File: src/tmcw_pkg.sv
package tmcw_pkg;
    // -----------------------------------------------------------------
    // register map (word addresses, byte address = 4 * word)
    // -----------------------------------------------------------------
    localparam logic [1:0] TMCW_ADDR_CTRL   = 2'h0;
    localparam logic [1:0] TMCW_ADDR_COUNT  = 2'h1;
    localparam logic [1:0] TMCW_ADDR_CMP    = 2'h2;
    localparam logic [1:0] TMCW_ADDR_STATUS = 2'h3;
    // control fields
    localparam int TMCW_CTRL_MODE_LSB = 0;
    localparam int TMCW_CTRL_ACT_LSB  = 2;
    localparam int TMCW_CTRL_RUN_BIT  = 4;
    localparam int TMCW_CTRL_FORCE    = 5;
    localparam int TMCW_CTRL_DIR_BIT  = 6;
    localparam int TMCW_CTRL_PORT_BIT = 7;
    localparam int TMCW_CTRL_PRESET   = 8;
    localparam int TMCW_CTRL_PRE_VAL  = 9;
    // status fields (write one to clear flags)
    localparam int TMCW_ST_OVF  = 0;
    localparam int TMCW_ST_CMF  = 1;
    localparam int TMCW_ST_STATE = 2;
    // values
    localparam logic [7:0] TMCW_MAX    = 8'hFF;
    localparam logic [7:0] TMCW_BOTTOM = 8'h00;
    localparam logic [1:0] TMCW_ACT_NONE = 2'h0;
    localparam logic [1:0] TMCW_ACT_TOG  = 2'h1;
    localparam logic [1:0] TMCW_ACT_CLR  = 2'h2;
    localparam logic [1:0] TMCW_ACT_SET  = 2'h3;
    localparam logic [7:0] TMCW_PRESCALE_DEF = 8'h00;

    typedef enum logic [1:0]
    {
        TMCW_NORMAL = 2'b00,
        TMCW_PHASE  = 2'b01,
        TMCW_CTC    = 2'b10,
        TMCW_FAST   = 2'b11
    } tmcw_mode_t;
endpackage : tmcw_pkg

File: src/tmcw_timer.sv
`timescale 1ns/1ps
module tmcw_timer
    import tmcw_pkg::*;
#(
    parameter logic [7:0] PRESCALE = TMCW_PRESCALE_DEF
)
(
    input  wire logic        clk_i,
    input  wire logic        rst_i,
    input  wire logic [3:0]  avs_address_i,
    input  wire logic        avs_read_i,
    input  wire logic        avs_write_i,
    input  wire logic [31:0] avs_writedata_i,
    input  wire logic [3:0]  avs_byteenable_i,
    output logic      [31:0] avs_readdata_o,
    output logic             avs_waitrequest_o,
    output logic             pin_out_o,
    output logic             pin_oe_n_o
);
    // -----------------------------------------------------------------
    // state
    // -----------------------------------------------------------------
    typedef struct packed {
        logic [7:0]  count_value;
        logic [7:0]  compare_value;
        logic [7:0]  compare_buffer;
        logic [1:0]  waveform_mode_select;
        logic [1:0]  compare_output_action;
        logic        run;
        logic        pin_direction_bit;
        logic        port_value;
        logic        compare_output_state;
        logic        overflow_flag;
        logic        compare_match_flag;
        logic        match_pend;
        logic        block_match;
        logic [7:0]  div_cnt;
        logic        ack;
        logic [31:0] rdata;
        logic        pin_out;
        logic        pin_oe_n;
    } tmcw_state_t;

    tmcw_state_t s;
    tmcw_state_t next_s;

    // pin driver stays off through reset and until the direction bit is set
    localparam tmcw_state_t TMCW_STATE_RST = '{pin_oe_n: 1'b1, default: '0};

    // -----------------------------------------------------------------
    // helpers
    // -----------------------------------------------------------------
    // pwm modes use the double buffer and ignore the force strobe
    function automatic logic tmcw_is_pwm(input logic [1:0] m);
        tmcw_is_pwm = m[0];
    endfunction : tmcw_is_pwm

    // output state after a match with the given action
    function automatic logic tmcw_apply(input logic [1:0] act, input logic cur);
        case (act)
            TMCW_ACT_TOG: tmcw_apply = ~cur;
            TMCW_ACT_CLR: tmcw_apply = 1'b0;
            TMCW_ACT_SET: tmcw_apply = 1'b1;
            default:      tmcw_apply = cur;
        endcase
    endfunction : tmcw_apply

    logic       tick;
    logic       wr_sel;
    logic       rd_sel;
    logic       match;
    logic [7:0] top;

    always_comb
    begin
        tick   = s.run && (s.div_cnt == PRESCALE);
        wr_sel = avs_write_i && !s.ack;
        rd_sel = avs_read_i && !s.ack;
        // clear-on-match uses compare value as ceiling
        top    = (s.waveform_mode_select == TMCW_CTC) ? s.compare_value : TMCW_MAX;
        // a count write blocks matches for the next tick
        match  = (s.count_value == s.compare_value) && !s.block_match;
    end

    // -----------------------------------------------------------------
    // next state
    // -----------------------------------------------------------------
    always_comb
    begin
        next_s       = s;
        next_s.ack   = 1'b0;
        next_s.rdata = 32'h0000_0000;

        // tick divider; one-cycle enable
        if (!s.run || tick)
            next_s.div_cnt = 8'h00;
        else
            next_s.div_cnt = s.div_cnt + 8'h01;

        if (tick)
        begin
            // flag follows the match by one tick
            next_s.compare_match_flag = s.compare_match_flag | s.match_pend;
            next_s.match_pend  = match;
            next_s.block_match = 1'b0;
            // counting depends on mode and match only
            if (s.waveform_mode_select == TMCW_CTC && match)
                next_s.count_value = TMCW_BOTTOM;
            else
                next_s.count_value = s.count_value + 8'h01;
            // every mode flags the step from 0xFF; a ceiling of 0xFF clears through it as well
            if (s.count_value == TMCW_MAX)
                next_s.overflow_flag = 1'b1;
            // output state; zero action holds
            if (s.waveform_mode_select == TMCW_FAST && s.compare_output_action[1])
            begin
                // match gives action bit 0, wrap its inverse; compare at 0xFF leaves only the wrap level
                if (match && s.count_value != TMCW_MAX)
                    next_s.compare_output_state = s.compare_output_action[0];
                else if (s.count_value == TMCW_MAX)
                    next_s.compare_output_state = ~s.compare_output_action[0];
            end
            else if (match)
                next_s.compare_output_state = tmcw_apply(s.compare_output_action,
                                                         s.compare_output_state);
            // buffered compare loads at top
            if (tmcw_is_pwm(s.waveform_mode_select) && s.count_value == TMCW_MAX)
                next_s.compare_value = s.compare_buffer;
        end

        // register writes win over counting; a flag clear loses to a same-cycle event
        if (wr_sel)
        begin
            next_s.ack = 1'b1;
            case (avs_address_i[3:2])
                TMCW_ADDR_CTRL:
                begin
                    if (avs_byteenable_i[0])
                    begin
                        next_s.waveform_mode_select  = avs_writedata_i[TMCW_CTRL_MODE_LSB +: 2];
                        next_s.compare_output_action = avs_writedata_i[TMCW_CTRL_ACT_LSB +: 2];
                        next_s.run                   = avs_writedata_i[TMCW_CTRL_RUN_BIT];
                        next_s.pin_direction_bit     = avs_writedata_i[TMCW_CTRL_DIR_BIT];
                        next_s.port_value            = avs_writedata_i[TMCW_CTRL_PORT_BIT];
                        // force: no flag, no counter change
                        if (avs_writedata_i[TMCW_CTRL_FORCE]
                            && !tmcw_is_pwm(avs_writedata_i[TMCW_CTRL_MODE_LSB +: 2]))
                            next_s.compare_output_state =
                                tmcw_apply(avs_writedata_i[TMCW_CTRL_ACT_LSB +: 2],
                                           s.compare_output_state);
                    end
                    if (avs_byteenable_i[1] && avs_writedata_i[TMCW_CTRL_PRESET])
                        next_s.compare_output_state = avs_writedata_i[TMCW_CTRL_PRE_VAL];
                end
                TMCW_ADDR_COUNT:
                    if (avs_byteenable_i[0])
                    begin
                        next_s.count_value = avs_writedata_i[7:0];
                        next_s.block_match = 1'b1;
                        next_s.match_pend  = 1'b0;
                    end
                TMCW_ADDR_CMP:
                    if (avs_byteenable_i[0])
                    begin
                        next_s.compare_buffer = avs_writedata_i[7:0];
                        if (!tmcw_is_pwm(s.waveform_mode_select))
                            next_s.compare_value = avs_writedata_i[7:0];
                    end
                TMCW_ADDR_STATUS:
                    if (avs_byteenable_i[0])
                    begin
                        // a new event in the same cycle wins over the clear
                        if (avs_writedata_i[TMCW_ST_OVF] && !(tick && s.count_value == TMCW_MAX))
                            next_s.overflow_flag = 1'b0;
                        if (avs_writedata_i[TMCW_ST_CMF] && !(tick && s.match_pend))
                            next_s.compare_match_flag = 1'b0;
                    end
                default: ;
            endcase
        end
        else if (rd_sel)
        begin
            next_s.ack = 1'b1;
            case (avs_address_i[3:2])
                TMCW_ADDR_CTRL:
                    next_s.rdata = {24'h000000, s.port_value, s.pin_direction_bit, 1'b0, s.run,
                                    s.compare_output_action, s.waveform_mode_select};
                TMCW_ADDR_COUNT:  next_s.rdata = {24'h000000, s.count_value};
                TMCW_ADDR_CMP:    next_s.rdata = {24'h000000, s.compare_buffer};
                TMCW_ADDR_STATUS:
                    next_s.rdata = {29'h00000000, s.compare_output_state,
                                    s.compare_match_flag, s.overflow_flag};
                default:          next_s.rdata = 32'h0000_0000;
            endcase
        end

        // pin: source by action field only, direction by direction bit
        next_s.pin_out  = (next_s.compare_output_action != TMCW_ACT_NONE)
                          ? next_s.compare_output_state : next_s.port_value;
        next_s.pin_oe_n = ~next_s.pin_direction_bit;
    end

    always_ff @(posedge clk_i or posedge rst_i)
    begin
        if (rst_i)
            s <= TMCW_STATE_RST;
        else
            s <= next_s;
    end

    // outputs straight from flops; answer in the cycle after the request
    always_comb
    begin
        avs_readdata_o    = s.rdata;
        avs_waitrequest_o = !s.ack;
        pin_out_o         = s.pin_out;
        pin_oe_n_o        = s.pin_oe_n;
    end

    // -----------------------------------------------------------------
    // checks
    // -----------------------------------------------------------------
    // pin level and enable are registered from the same fields as s
    a_pin_source: assert property (@(posedge clk_i) disable iff (rst_i)
        s.compare_output_action != TMCW_ACT_NONE |-> pin_out_o == s.compare_output_state)
        else $error("pin does not follow compare state");
    a_pin_port: assert property (@(posedge clk_i) disable iff (rst_i)
        s.compare_output_action == TMCW_ACT_NONE |-> pin_out_o == s.port_value)
        else $error("pin does not show port value");
    a_pin_dir: assert property (@(posedge clk_i) disable iff (rst_i)
        pin_oe_n_o == !s.pin_direction_bit)
        else $error("pin enable not from direction bit");
    // counting sequence for normal, ctc and fast modes
    a_ctc_clear: assert property (@(posedge clk_i) disable iff (rst_i)
        tick && match && s.waveform_mode_select == TMCW_CTC && !wr_sel |=> s.count_value == TMCW_BOTTOM)
        else $error("ctc did not clear");
    a_norm_wrap: assert property (@(posedge clk_i) disable iff (rst_i)
        tick && s.count_value == TMCW_MAX && s.waveform_mode_select == TMCW_NORMAL && !wr_sel
        |=> s.count_value == TMCW_BOTTOM && s.overflow_flag)
        else $error("normal wrap or overflow missing");
    a_norm_step: assert property (@(posedge clk_i) disable iff (rst_i)
        tick && s.waveform_mode_select == TMCW_NORMAL && !wr_sel
        |=> s.count_value == $past(s.count_value) + 8'h01)
        else $error("normal count did not step");
    a_fast_wrap: assert property (@(posedge clk_i) disable iff (rst_i)
        tick && s.waveform_mode_select == TMCW_FAST && s.count_value == TMCW_MAX && !wr_sel
        |=> s.count_value == TMCW_BOTTOM)
        else $error("fast mode did not wrap");
    // flags; a clear in the same cycle as the event loses
    a_flag_hold: assert property (@(posedge clk_i) disable iff (rst_i)
        s.overflow_flag && !wr_sel |=> s.overflow_flag)
        else $error("overflow flag lost");
    a_fast_ovf: assert property (@(posedge clk_i) disable iff (rst_i)
        tick && s.waveform_mode_select == TMCW_FAST && s.count_value == TMCW_MAX |=> s.overflow_flag)
        else $error("fast overflow missing");
    a_match_pend: assert property (@(posedge clk_i) disable iff (rst_i)
        tick && match && !wr_sel |=> s.match_pend)
        else $error("match not held for next tick");
    a_match_next: assert property (@(posedge clk_i) disable iff (rst_i)
        tick && s.match_pend |=> s.compare_match_flag)
        else $error("match flag late");
    a_block_match: assert property (@(posedge clk_i) disable iff (rst_i)
        wr_sel && avs_address_i[3:2] == TMCW_ADDR_COUNT && avs_byteenable_i[0] |=> !match)
        else $error("match not blocked");
    // output state actions
    a_zero_hold: assert property (@(posedge clk_i) disable iff (rst_i)
        s.compare_output_action == TMCW_ACT_NONE && !wr_sel |=> $stable(s.compare_output_state))
        else $error("state moved with zero action");
    a_ctc_toggle: assert property (@(posedge clk_i) disable iff (rst_i)
        tick && s.waveform_mode_select == TMCW_CTC && match
        && s.compare_output_action == TMCW_ACT_TOG && !wr_sel
        |=> s.compare_output_state != $past(s.compare_output_state))
        else $error("ctc state did not toggle");
    a_fast_clear: assert property (@(posedge clk_i) disable iff (rst_i)
        tick && s.waveform_mode_select == TMCW_FAST && s.compare_output_action == TMCW_ACT_CLR && match
        && s.count_value != TMCW_MAX && !wr_sel |=> !s.compare_output_state)
        else $error("fast mode did not clear on match");
    a_fast_set_wrap: assert property (@(posedge clk_i) disable iff (rst_i)
        tick && s.waveform_mode_select == TMCW_FAST && s.compare_output_action == TMCW_ACT_CLR
        && s.count_value == TMCW_MAX && !wr_sel |=> s.compare_output_state)
        else $error("fast mode did not set at wrap");
    // force strobe moves only the state
    a_force_set: assert property (@(posedge clk_i) disable iff (rst_i)
        wr_sel && avs_address_i[3:2] == TMCW_ADDR_CTRL && avs_byteenable_i[0]
        && avs_writedata_i[TMCW_CTRL_FORCE] && !avs_writedata_i[TMCW_CTRL_PRESET]
        && avs_writedata_i[TMCW_CTRL_MODE_LSB +: 2] == TMCW_NORMAL
        && avs_writedata_i[TMCW_CTRL_ACT_LSB +: 2] == TMCW_ACT_SET |=> s.compare_output_state)
        else $error("force did not set state");
    a_force_noflag: assert property (@(posedge clk_i) disable iff (rst_i)
        wr_sel && avs_address_i[3:2] == TMCW_ADDR_CTRL && avs_byteenable_i[0]
        && avs_writedata_i[TMCW_CTRL_FORCE] && !tick
        |=> $stable(s.compare_match_flag) && $stable(s.count_value))
        else $error("force touched flag or count");
    // compare value loading
    a_buf_load: assert property (@(posedge clk_i) disable iff (rst_i)
        tick && tmcw_is_pwm(s.waveform_mode_select) && s.count_value == TMCW_MAX
        |=> s.compare_value == $past(s.compare_buffer))
        else $error("buffered compare not loaded at top");
    a_direct_hold: assert property (@(posedge clk_i) disable iff (rst_i)
        tick && !tmcw_is_pwm(s.waveform_mode_select) && !wr_sel |=> $stable(s.compare_value))
        else $error("unbuffered compare moved without a write");
endmodule : tmcw_timer

File: config.mk
export PLATFORM = sky130hd
export DESIGN_NAME = tmcw_timer
export DESIGN_NICKNAME = d
export VERILOG_FILES = /design/src/tmcw_pkg.sv /design/src/tmcw_timer.sv
export SDC_FILE = /design/constraint.sdc
export NUM_CORES = 1
export LEC_CHECK = 0
export BUFFER_PORTS_ARGS = -buffer_cell sky130_fd_sc_hd__buf_2
export CAP_MARGIN = 10
export CELL_PAD_IN_SITES_DETAIL_PLACEMENT = 0
export CELL_PAD_IN_SITES_GLOBAL_PLACEMENT = 1
export CORE_ASPECT_RATIO = 0.75
export CORE_MARGIN = 2
export CORE_UTILIZATION = 35
export DETAILED_ROUTE_END_ITERATION = 16
export GPL_TIMING_DRIVEN = 0
export MAX_ROUTING_LAYER = met4
export PLACE_DENSITY_LB_ADDON = 0.1
export SLEW_MARGIN = 0
export SYNTH_ARGS = -nofsm -noshare
export SYNTH_HDL_FRONTEND = slang
export SYNTH_SLANG_ARGS = --single-unit
export TNS_END_PERCENT = 30
File: constraint.sdc
create_clock -name clk_i -period 1.8 [get_ports clk_i]
set_input_delay 0.36 -clock clk_i [delete_from_list [all_inputs] [get_ports clk_i]]
set_output_delay 0.36 -clock clk_i [all_outputs]
set_load 0.05 [all_outputs]
==> results of run 1 <==
[kinds of logic after synthesis]
family / Yosys count
buffers and inverters: 52
muxes: 32
adders and majority gates: 3
AOI/OAI and AO/OA: 37
and+or+nand+nor: 121
other: 1
xor gates and xnor gates: 15
DFF: 55
[cells in the mapped netlist, types with 2 or more instances]
master | number | area share [%]
buf_4 | 32 | 7.6
mux2i_1 | 14 | 4.4
or4_1 | 2 | 0.47
nand4_1 | 14 | 2.8
nor2b_1 | 7 | 1.4
and2_1 | 3 | 0.59
xnor2_1 | 4 | 1.1
nor2_1 | 31 | 3.7
xor2_1 | 11 | 3.0
nand2b_1 | 2 | 0.40
buf_2 | 7 | 1.1
ha_1 | 3 | 1.2
nand3_1 | 11 | 1.7
and3_1 | 7 | 1.4
mux4_2 | 3 | 2.1
nor3_1 | 3 | 0.47
o211ai_1 | 3 | 0.71
dfrtp_1 | 54 | 43
nand2_1 | 28 | 3.3
clkbuf_1 | 4 | 0.47
or3_1 | 3 | 0.59
a21oi_1 | 5 | 0.79
inv_1 | 8 | 0.95
a31oi_1 | 7 | 1.4
mux2_2 | 15 | 5.3
o21ai_0 | 8 | 1.3
o31ai_1 | 2 | 0.47
a22oi_1 | 5 | 1.2
[cells in the final DEF, fill, tap and decap left out, types with 3 or more instances in the layout]
master	n
nor2_1	30
conb_1	24
a31oi_1	5
inv_1	7
nand2_1	27
dfrtp_2	6
nand4_1	14
a22oi_1	4
clkbuf_16	5
mux2i_1	14
and3_1	7
nor2b_1	6
buf_2	29
o211ai_1	3
buf_6	4
mux2_2	15
mux4_2	3
o21ai_1	8
nand3_1	11
a21oi_1	5
xnor2_1	4
xor2_1	10
dfrtp_1	48
and2_1	3
buf_4	51
[metal layers]
layer	vias to the layer above	routed length (um)	share of wire [%]	GRT usage (%)
met4	0	70	0.87	3.99
li1	1204	-	-	-
met1	1185	4310	53	27.2
met3	7	309	3.8	3.29
met5	-	0	0	-
met2	46	3390	42	24.5
[critical path, delay by kind of cell (launching register included)]
kind                   cells  cell delay (ps)
AO/OA/AOI/OAI              2              250
XOR/XNOR                   1              170
buffers and inverters      1              210
AND/OR/NAND/NOR            2              600
flip-flops                 1              450
[registers in the layout (all words and copies together) (netlist names)]
signal / count
pin_out_o: 1
avs_readdata_o: 8
pin_oe_n_o: 1
s: 45
[power groups by stage]
stage | sequential, mW | combinational [mW] | clock [mW]
2_1_floorplan | 1.83 | 1.06 | 0
3_3_place_gp | 1.88 | 1.38 | 0
3_5_place_dp | 1.88 | 1.40 | 0
4_1_cts | 1.86 | 1.57 | 1.01
5_1_grt | 1.94 | 1.84 | 1.06
6_report | 1.89 | 1.68 | 0.978
[worst paths after layout]
path / from / endpoint / slack, ps / cells after the start
hold reg to reg: s[49] / pin_oe_n_o / 450 / 1
min in group clk_i: avs_writedata_i[6] / pin_oe_n_o / 290 / 2
setup reg to reg: s[73] / s[75] / -10 / 6
hold / removal: rst_i / s[43] / 50 / 2
max in group asynchronous: rst_i / pin_oe_n_o / 1150 / 3
setup / recovery: s[73] / s[75] / -10 / 6
[final cells by class]
cell class              instances  area share [%]
inverters                       8           0.760
clock inverters                 3           0.507
repair buffers                 49            8.14
well taps                     108            3.42
clock buffers                   5            3.17
plain buffers                  40            7.67
flip-flops and latches         55            35.1
multi-input cells             232            41.3
[metrics by stage]
stage               worst slack [ps]  cell area (um2)
finish                         -13.8             3950
detailed placement              -658             3550
global route                    -132             3950
CTS                            -34.9             3800
floorplan                       23.7             3250
global placement                -826             3520
[repair_timing]
item / CTS / global route
pin swaps: 5 / 10
setup endpoints to repair: 19 / 18
endpoints found under the hold margin: 0 / 0
setup buffers: 10 / 10
cloned: 0 / 0
gates resized for setup: 17 / 24
==> flow_summary.yaml, run 1 <==
timing:
  final-setup-viol-count: 3
  fmax_mhz: 551
  final_hold_viol_count: 0
  worst_slew_pin_slew_ps: 508
  fin_worst_skew_ps: 3.75
  final_max_slew_viol_count: 0
  setup_tns_ps: -24.2
  fin_ws_ps: -13.8
  slew_headroom_pct: 66.1
  fin_crit_ps: 1810
  rsz0062_at_grt: "true"
  min_period_over_period_pct: 101
  hold_slack_ps: 50.9
outcome:
  violations: "negative setup slack"
  status: "finished with violations"
synth:
  yosys.area_share.simple_pct: 20.8
  synth_edf_count: 0
  syn_inst: 316
  synth_adder_area_share_pct: 1.19
  synth_area_per_cell_um2: 10.0
  synth_ff_type: "dfrtp_1"
  ys_types: 48
  synth_top_family_by_area: "simple AND/OR/NAND/NOR gates"
  async_reset_ff_share_pct: 100
  netlist_area_um2: 3160
  synthMuxAreaShare_pct: 11.9
  seq_area_frac_synth_pct: 43.6
  synth-xor-area-share_pct: 4.16
  ys_ff_latch: 55
  synth_compound_area_share_pct: 7.76
  synth_warnings: 0
detailed_routing:
  wl_per_cell_um: 16.2
  firstDrtPassIters: 4
  drc: 0
  finalWirelength_um: 8080
  drtIter0Drc: 102
  dr_total_vias: 2442
  drtAntennaViolNets: 0
  via_per_inst: 4.88
worst_setup_path:
  cp.arrival_ps: 1990
  start_kind: "flip-flop"
  crit_path_end_kind: "flip-flop"
  path_class: "reg2reg"
  crit_path_top_delay_cell: "dfrtp_2"
  cp_cell_sequence: "xor2_2 > nor4_4 > nand4_1 > buf_6 > a31oi_4 > o211ai_1"
  cp.required_ps: 1970
  cpPeakStageDelay_ps: 450
  crit_fanout: 4
global_route:
  grt_overflow_total: 0
  antenna_found_initial: 0
  grt_pass1_vias: 2379
  grt_max_degree: 41
  track_usage_pct: 17.9
  grt_pass1_wl_um: 12900
power:
  power_density_nw_per_um2: 1150
  comb_power_share_pct: 36.9
  p_clk_share_pct: 21.5
  switchingPower_mw: 1.73
  ir_worst_vdd_uv: 437
  p_total_mw: 4.54
  power_frac_seq_pct: 41.6
  intPower_mw: 2.81
  p_leak_nw: 1.91
  p_sw_share_pct: 38.1
floorplanning:
  dieArea_um2: 9820
  fp.dieW_um: 114
  chipHeight_um: 86.3
  fp-row-count: 29
  core_area_um2: 8600
  start_util_pct: 36.8
  num_io_pins: 79
clock_tree:
  clkLatencyLatePin_ps: 300
  clockBufferDepth: 2
  path_clk_slew_ps: 70
  ctsHoldBuffers: 0
  clkSinkCount: 55
  cts_tree: "built"
  cts_root_buffer: "clkbuf_16"
  htree_levels: 2
  numCtsBuffers: 5
finish:
  post-route-util_pct: 45.9
  multi_input_area_um2: 1630
  diodes: 0
  area_delta_synth_final_pct: 24.9
  final_cells: 500
  drive_gt1_share_pct: 36.5
  nFillCells: 869
  final_nets: 438
  seqCellArea_um2: 1390
placed_design:
  portBuffers: 28
  post-dp-hpwl_um: 5780
  place_inst: 476
  gp_congestion: 0.824
flow_run:
  maxCapViolCount: 0
hold_path:
  hp-class: "in2async"
(Power assumes the default switching activity.)
==> inputs of run 2 (changes only) <==
--- a/config.mk
+++ b/config.mk
@@ -15,7 +15,7 @@
 export DETAILED_ROUTE_END_ITERATION = 16
 export GPL_TIMING_DRIVEN = 0
 export MAX_ROUTING_LAYER = met4
-export PLACE_DENSITY_LB_ADDON = 0.1
+export PLACE_DENSITY = 0.74
 export SLEW_MARGIN = 0
 export SYNTH_ARGS = -nofsm -noshare
 export SYNTH_HDL_FRONTEND = slang
==> flow_summary.yaml, run 2 (same netlist as run 1, synthesis figures left out) <==
global_route:
  grt_pass1_vias: 2367
  grt_max_degree: 30
  antenna_found_initial: 0
  grt_overflow_total: 0
  track_usage_pct: 17.2
  grtUsageMet2_pct: 24.1
  globalRouteMet1Util_pct: 25.5
  grt.busiest_layer: "met1"
  grt_pass1_wl_um: 12600
  use_met3_pct: 2.66
flow_run:
  maxCapViolCount: 0
outcome:
  status: "finished clean"
worst_setup_path:
  cp.arrival_ps: 2020
  crit_fanout: 10
  r2r_slack_ps: 6
  path_class: "reg2reg"
  cp.required_ps: 2020
  r2r-start: "s[34]"
  start_kind: "flip-flop"
  reg2reg_to: "s[67]"
  worstRegToRegCells: 7
  crit_path_end_kind: "flip-flop"
finish:
  post-route-util_pct: 45.4
  top_register: "s"
  diodes: 0
  area_delta_synth_final_pct: 23.5
  seqCellArea_um2: 1390
  layout_common_cells: "buf_4, dfrtp_1, buf_2"
  drive_gt1_share_pct: 35.4
  largest_register_ffs: 45
  nFillCells: 858
  final_nets: 430
  multi_input_area_um2: 1630
clock_tree:
  cts_tree: "built"
  htree_levels: 2
  path_clk_slew_ps: 70
  clkLatencyLatePin_ps: 300
  cts_root_buffer: "clkbuf_16"
  numCtsBuffers: 5
  clockBufferDepth: 2
  clkSinkCount: 55
floorplanning:
  core_area_um2: 8600
  start_util_pct: 36.8
  dieArea_um2: 9820
  num_io_pins: 79
  fp.dieW_um: 114
  fp-row-count: 29
  chipHeight_um: 86.3
timing:
  worst_slew_pin_slew_ps: 614
  hold_slack_ps: 134
  rsz0062_at_grt: "true"
  slew_headroom_pct: 59.0
  fin_ws_ps: 5.85
  min_period_over_period_pct: 99.7
  fin_crit_ps: 1790
  fin_worst_skew_ps: 7.50
  final_hold_viol_count: 0
  final_max_slew_viol_count: 0
  fmax_mhz: 557
  final-setup-viol-count: 0
power:
  p_total_mw: 4.65
  ir_worst_vdd_uv: 560
  power_density_nw_per_um2: 1190
  p_leak_nw: 1.88
detailed_routing:
  drc: 0
  firstDrtPassIters: 4
  finalWirelength_um: 7780
  drtAntennaViolNets: 0
  wl_per_cell_um: 15.8
  drtIter0Drc: 147
  via_per_inst: 5.08
  dr_total_vias: 2500
placed_design:
  portBuffers: 28
  place_ws_ps: -586
  post-dp-hpwl_um: 5610
  gp_congestion: 0.823
hold_path:
  hp-class: "in2async"
[run 2: stage by stage]
stage | setup TNS, ps | std cells | area (um2)
4_1_cts | -15.6 | 489 | 3810
5_1_grt | -620 | 492 | 3910
3_5_place_dp | -8300 | 476 | 3540
3_3_place_gp | -46300 | 475 | 3520
2_1_floorplan | 0 | 339 | 3250
6_report | 0 | 492 | 3910
[run 2: what timing repair did]
item,4_1_cts,5_1_grt
resized for setup,17,22
gates cloned,0,0
buffers inserted,8,5
pin swaps,6,9
hold buffers,0,0
endpoints found under the setup margin,19,18
[run 2: power breakdown]
part | internal, mW | switching (mW) | total [mW]
Sequential | 1.56 | 0.352 | 1.91
Clock | 0.700 | 0.461 | 1.16
Combinational | 0.670 | 0.907 | 1.58
Total | 2.93 | 1.72 | 4.65
[run 2: worst max-delay path, cell delays in order (launching register included)]
cell	delay, ps
dfrtp_1	450
and3b_2	340
and2_1	140
buf_4	200
nor2b_4	220
clkbuf_4	230
nand2_1	60
o21ai_1	80
[run 2: final cells by class]
cell class | count | area share, %
multi-input cells | 232 | 41.7
repair buffers | 42 | 6.70
well taps | 108 | 3.46
inverters | 8 | 0.769
flip-flops and latches | 55 | 35.5
plain buffers | 39 | 7.31
clock buffers | 6 | 3.56
clock inverters | 2 | 0.993
[run 2: worst max path at each step]
| stage | endpoint | depth (start not counted) | slack, ps | start |
|---|---|---|---|---|
| after floorplan | s[74] | 7 | 20 | s[73] |
| after global placement | s[49] | 2 | -720 | rst_i |
| after detailed placement | s[69] | 7 | -590 | avs_address_i[2] |
| after CTS | s[67] | 6 | -6 | s[39] |
| after global routing | s[66] | 5 | -80 | s[40] |
| final | s[67] | 7 | 6 | s[34] |
[run 2: metal layers]
layer	routed length [um]	part of all wire [%]	up-vias
met3	449	5.8	12
met1	3900	50	1216
li1	-	-	1191
met5	0	0	-
met4	125	1.6	0
met2	3300	42	81
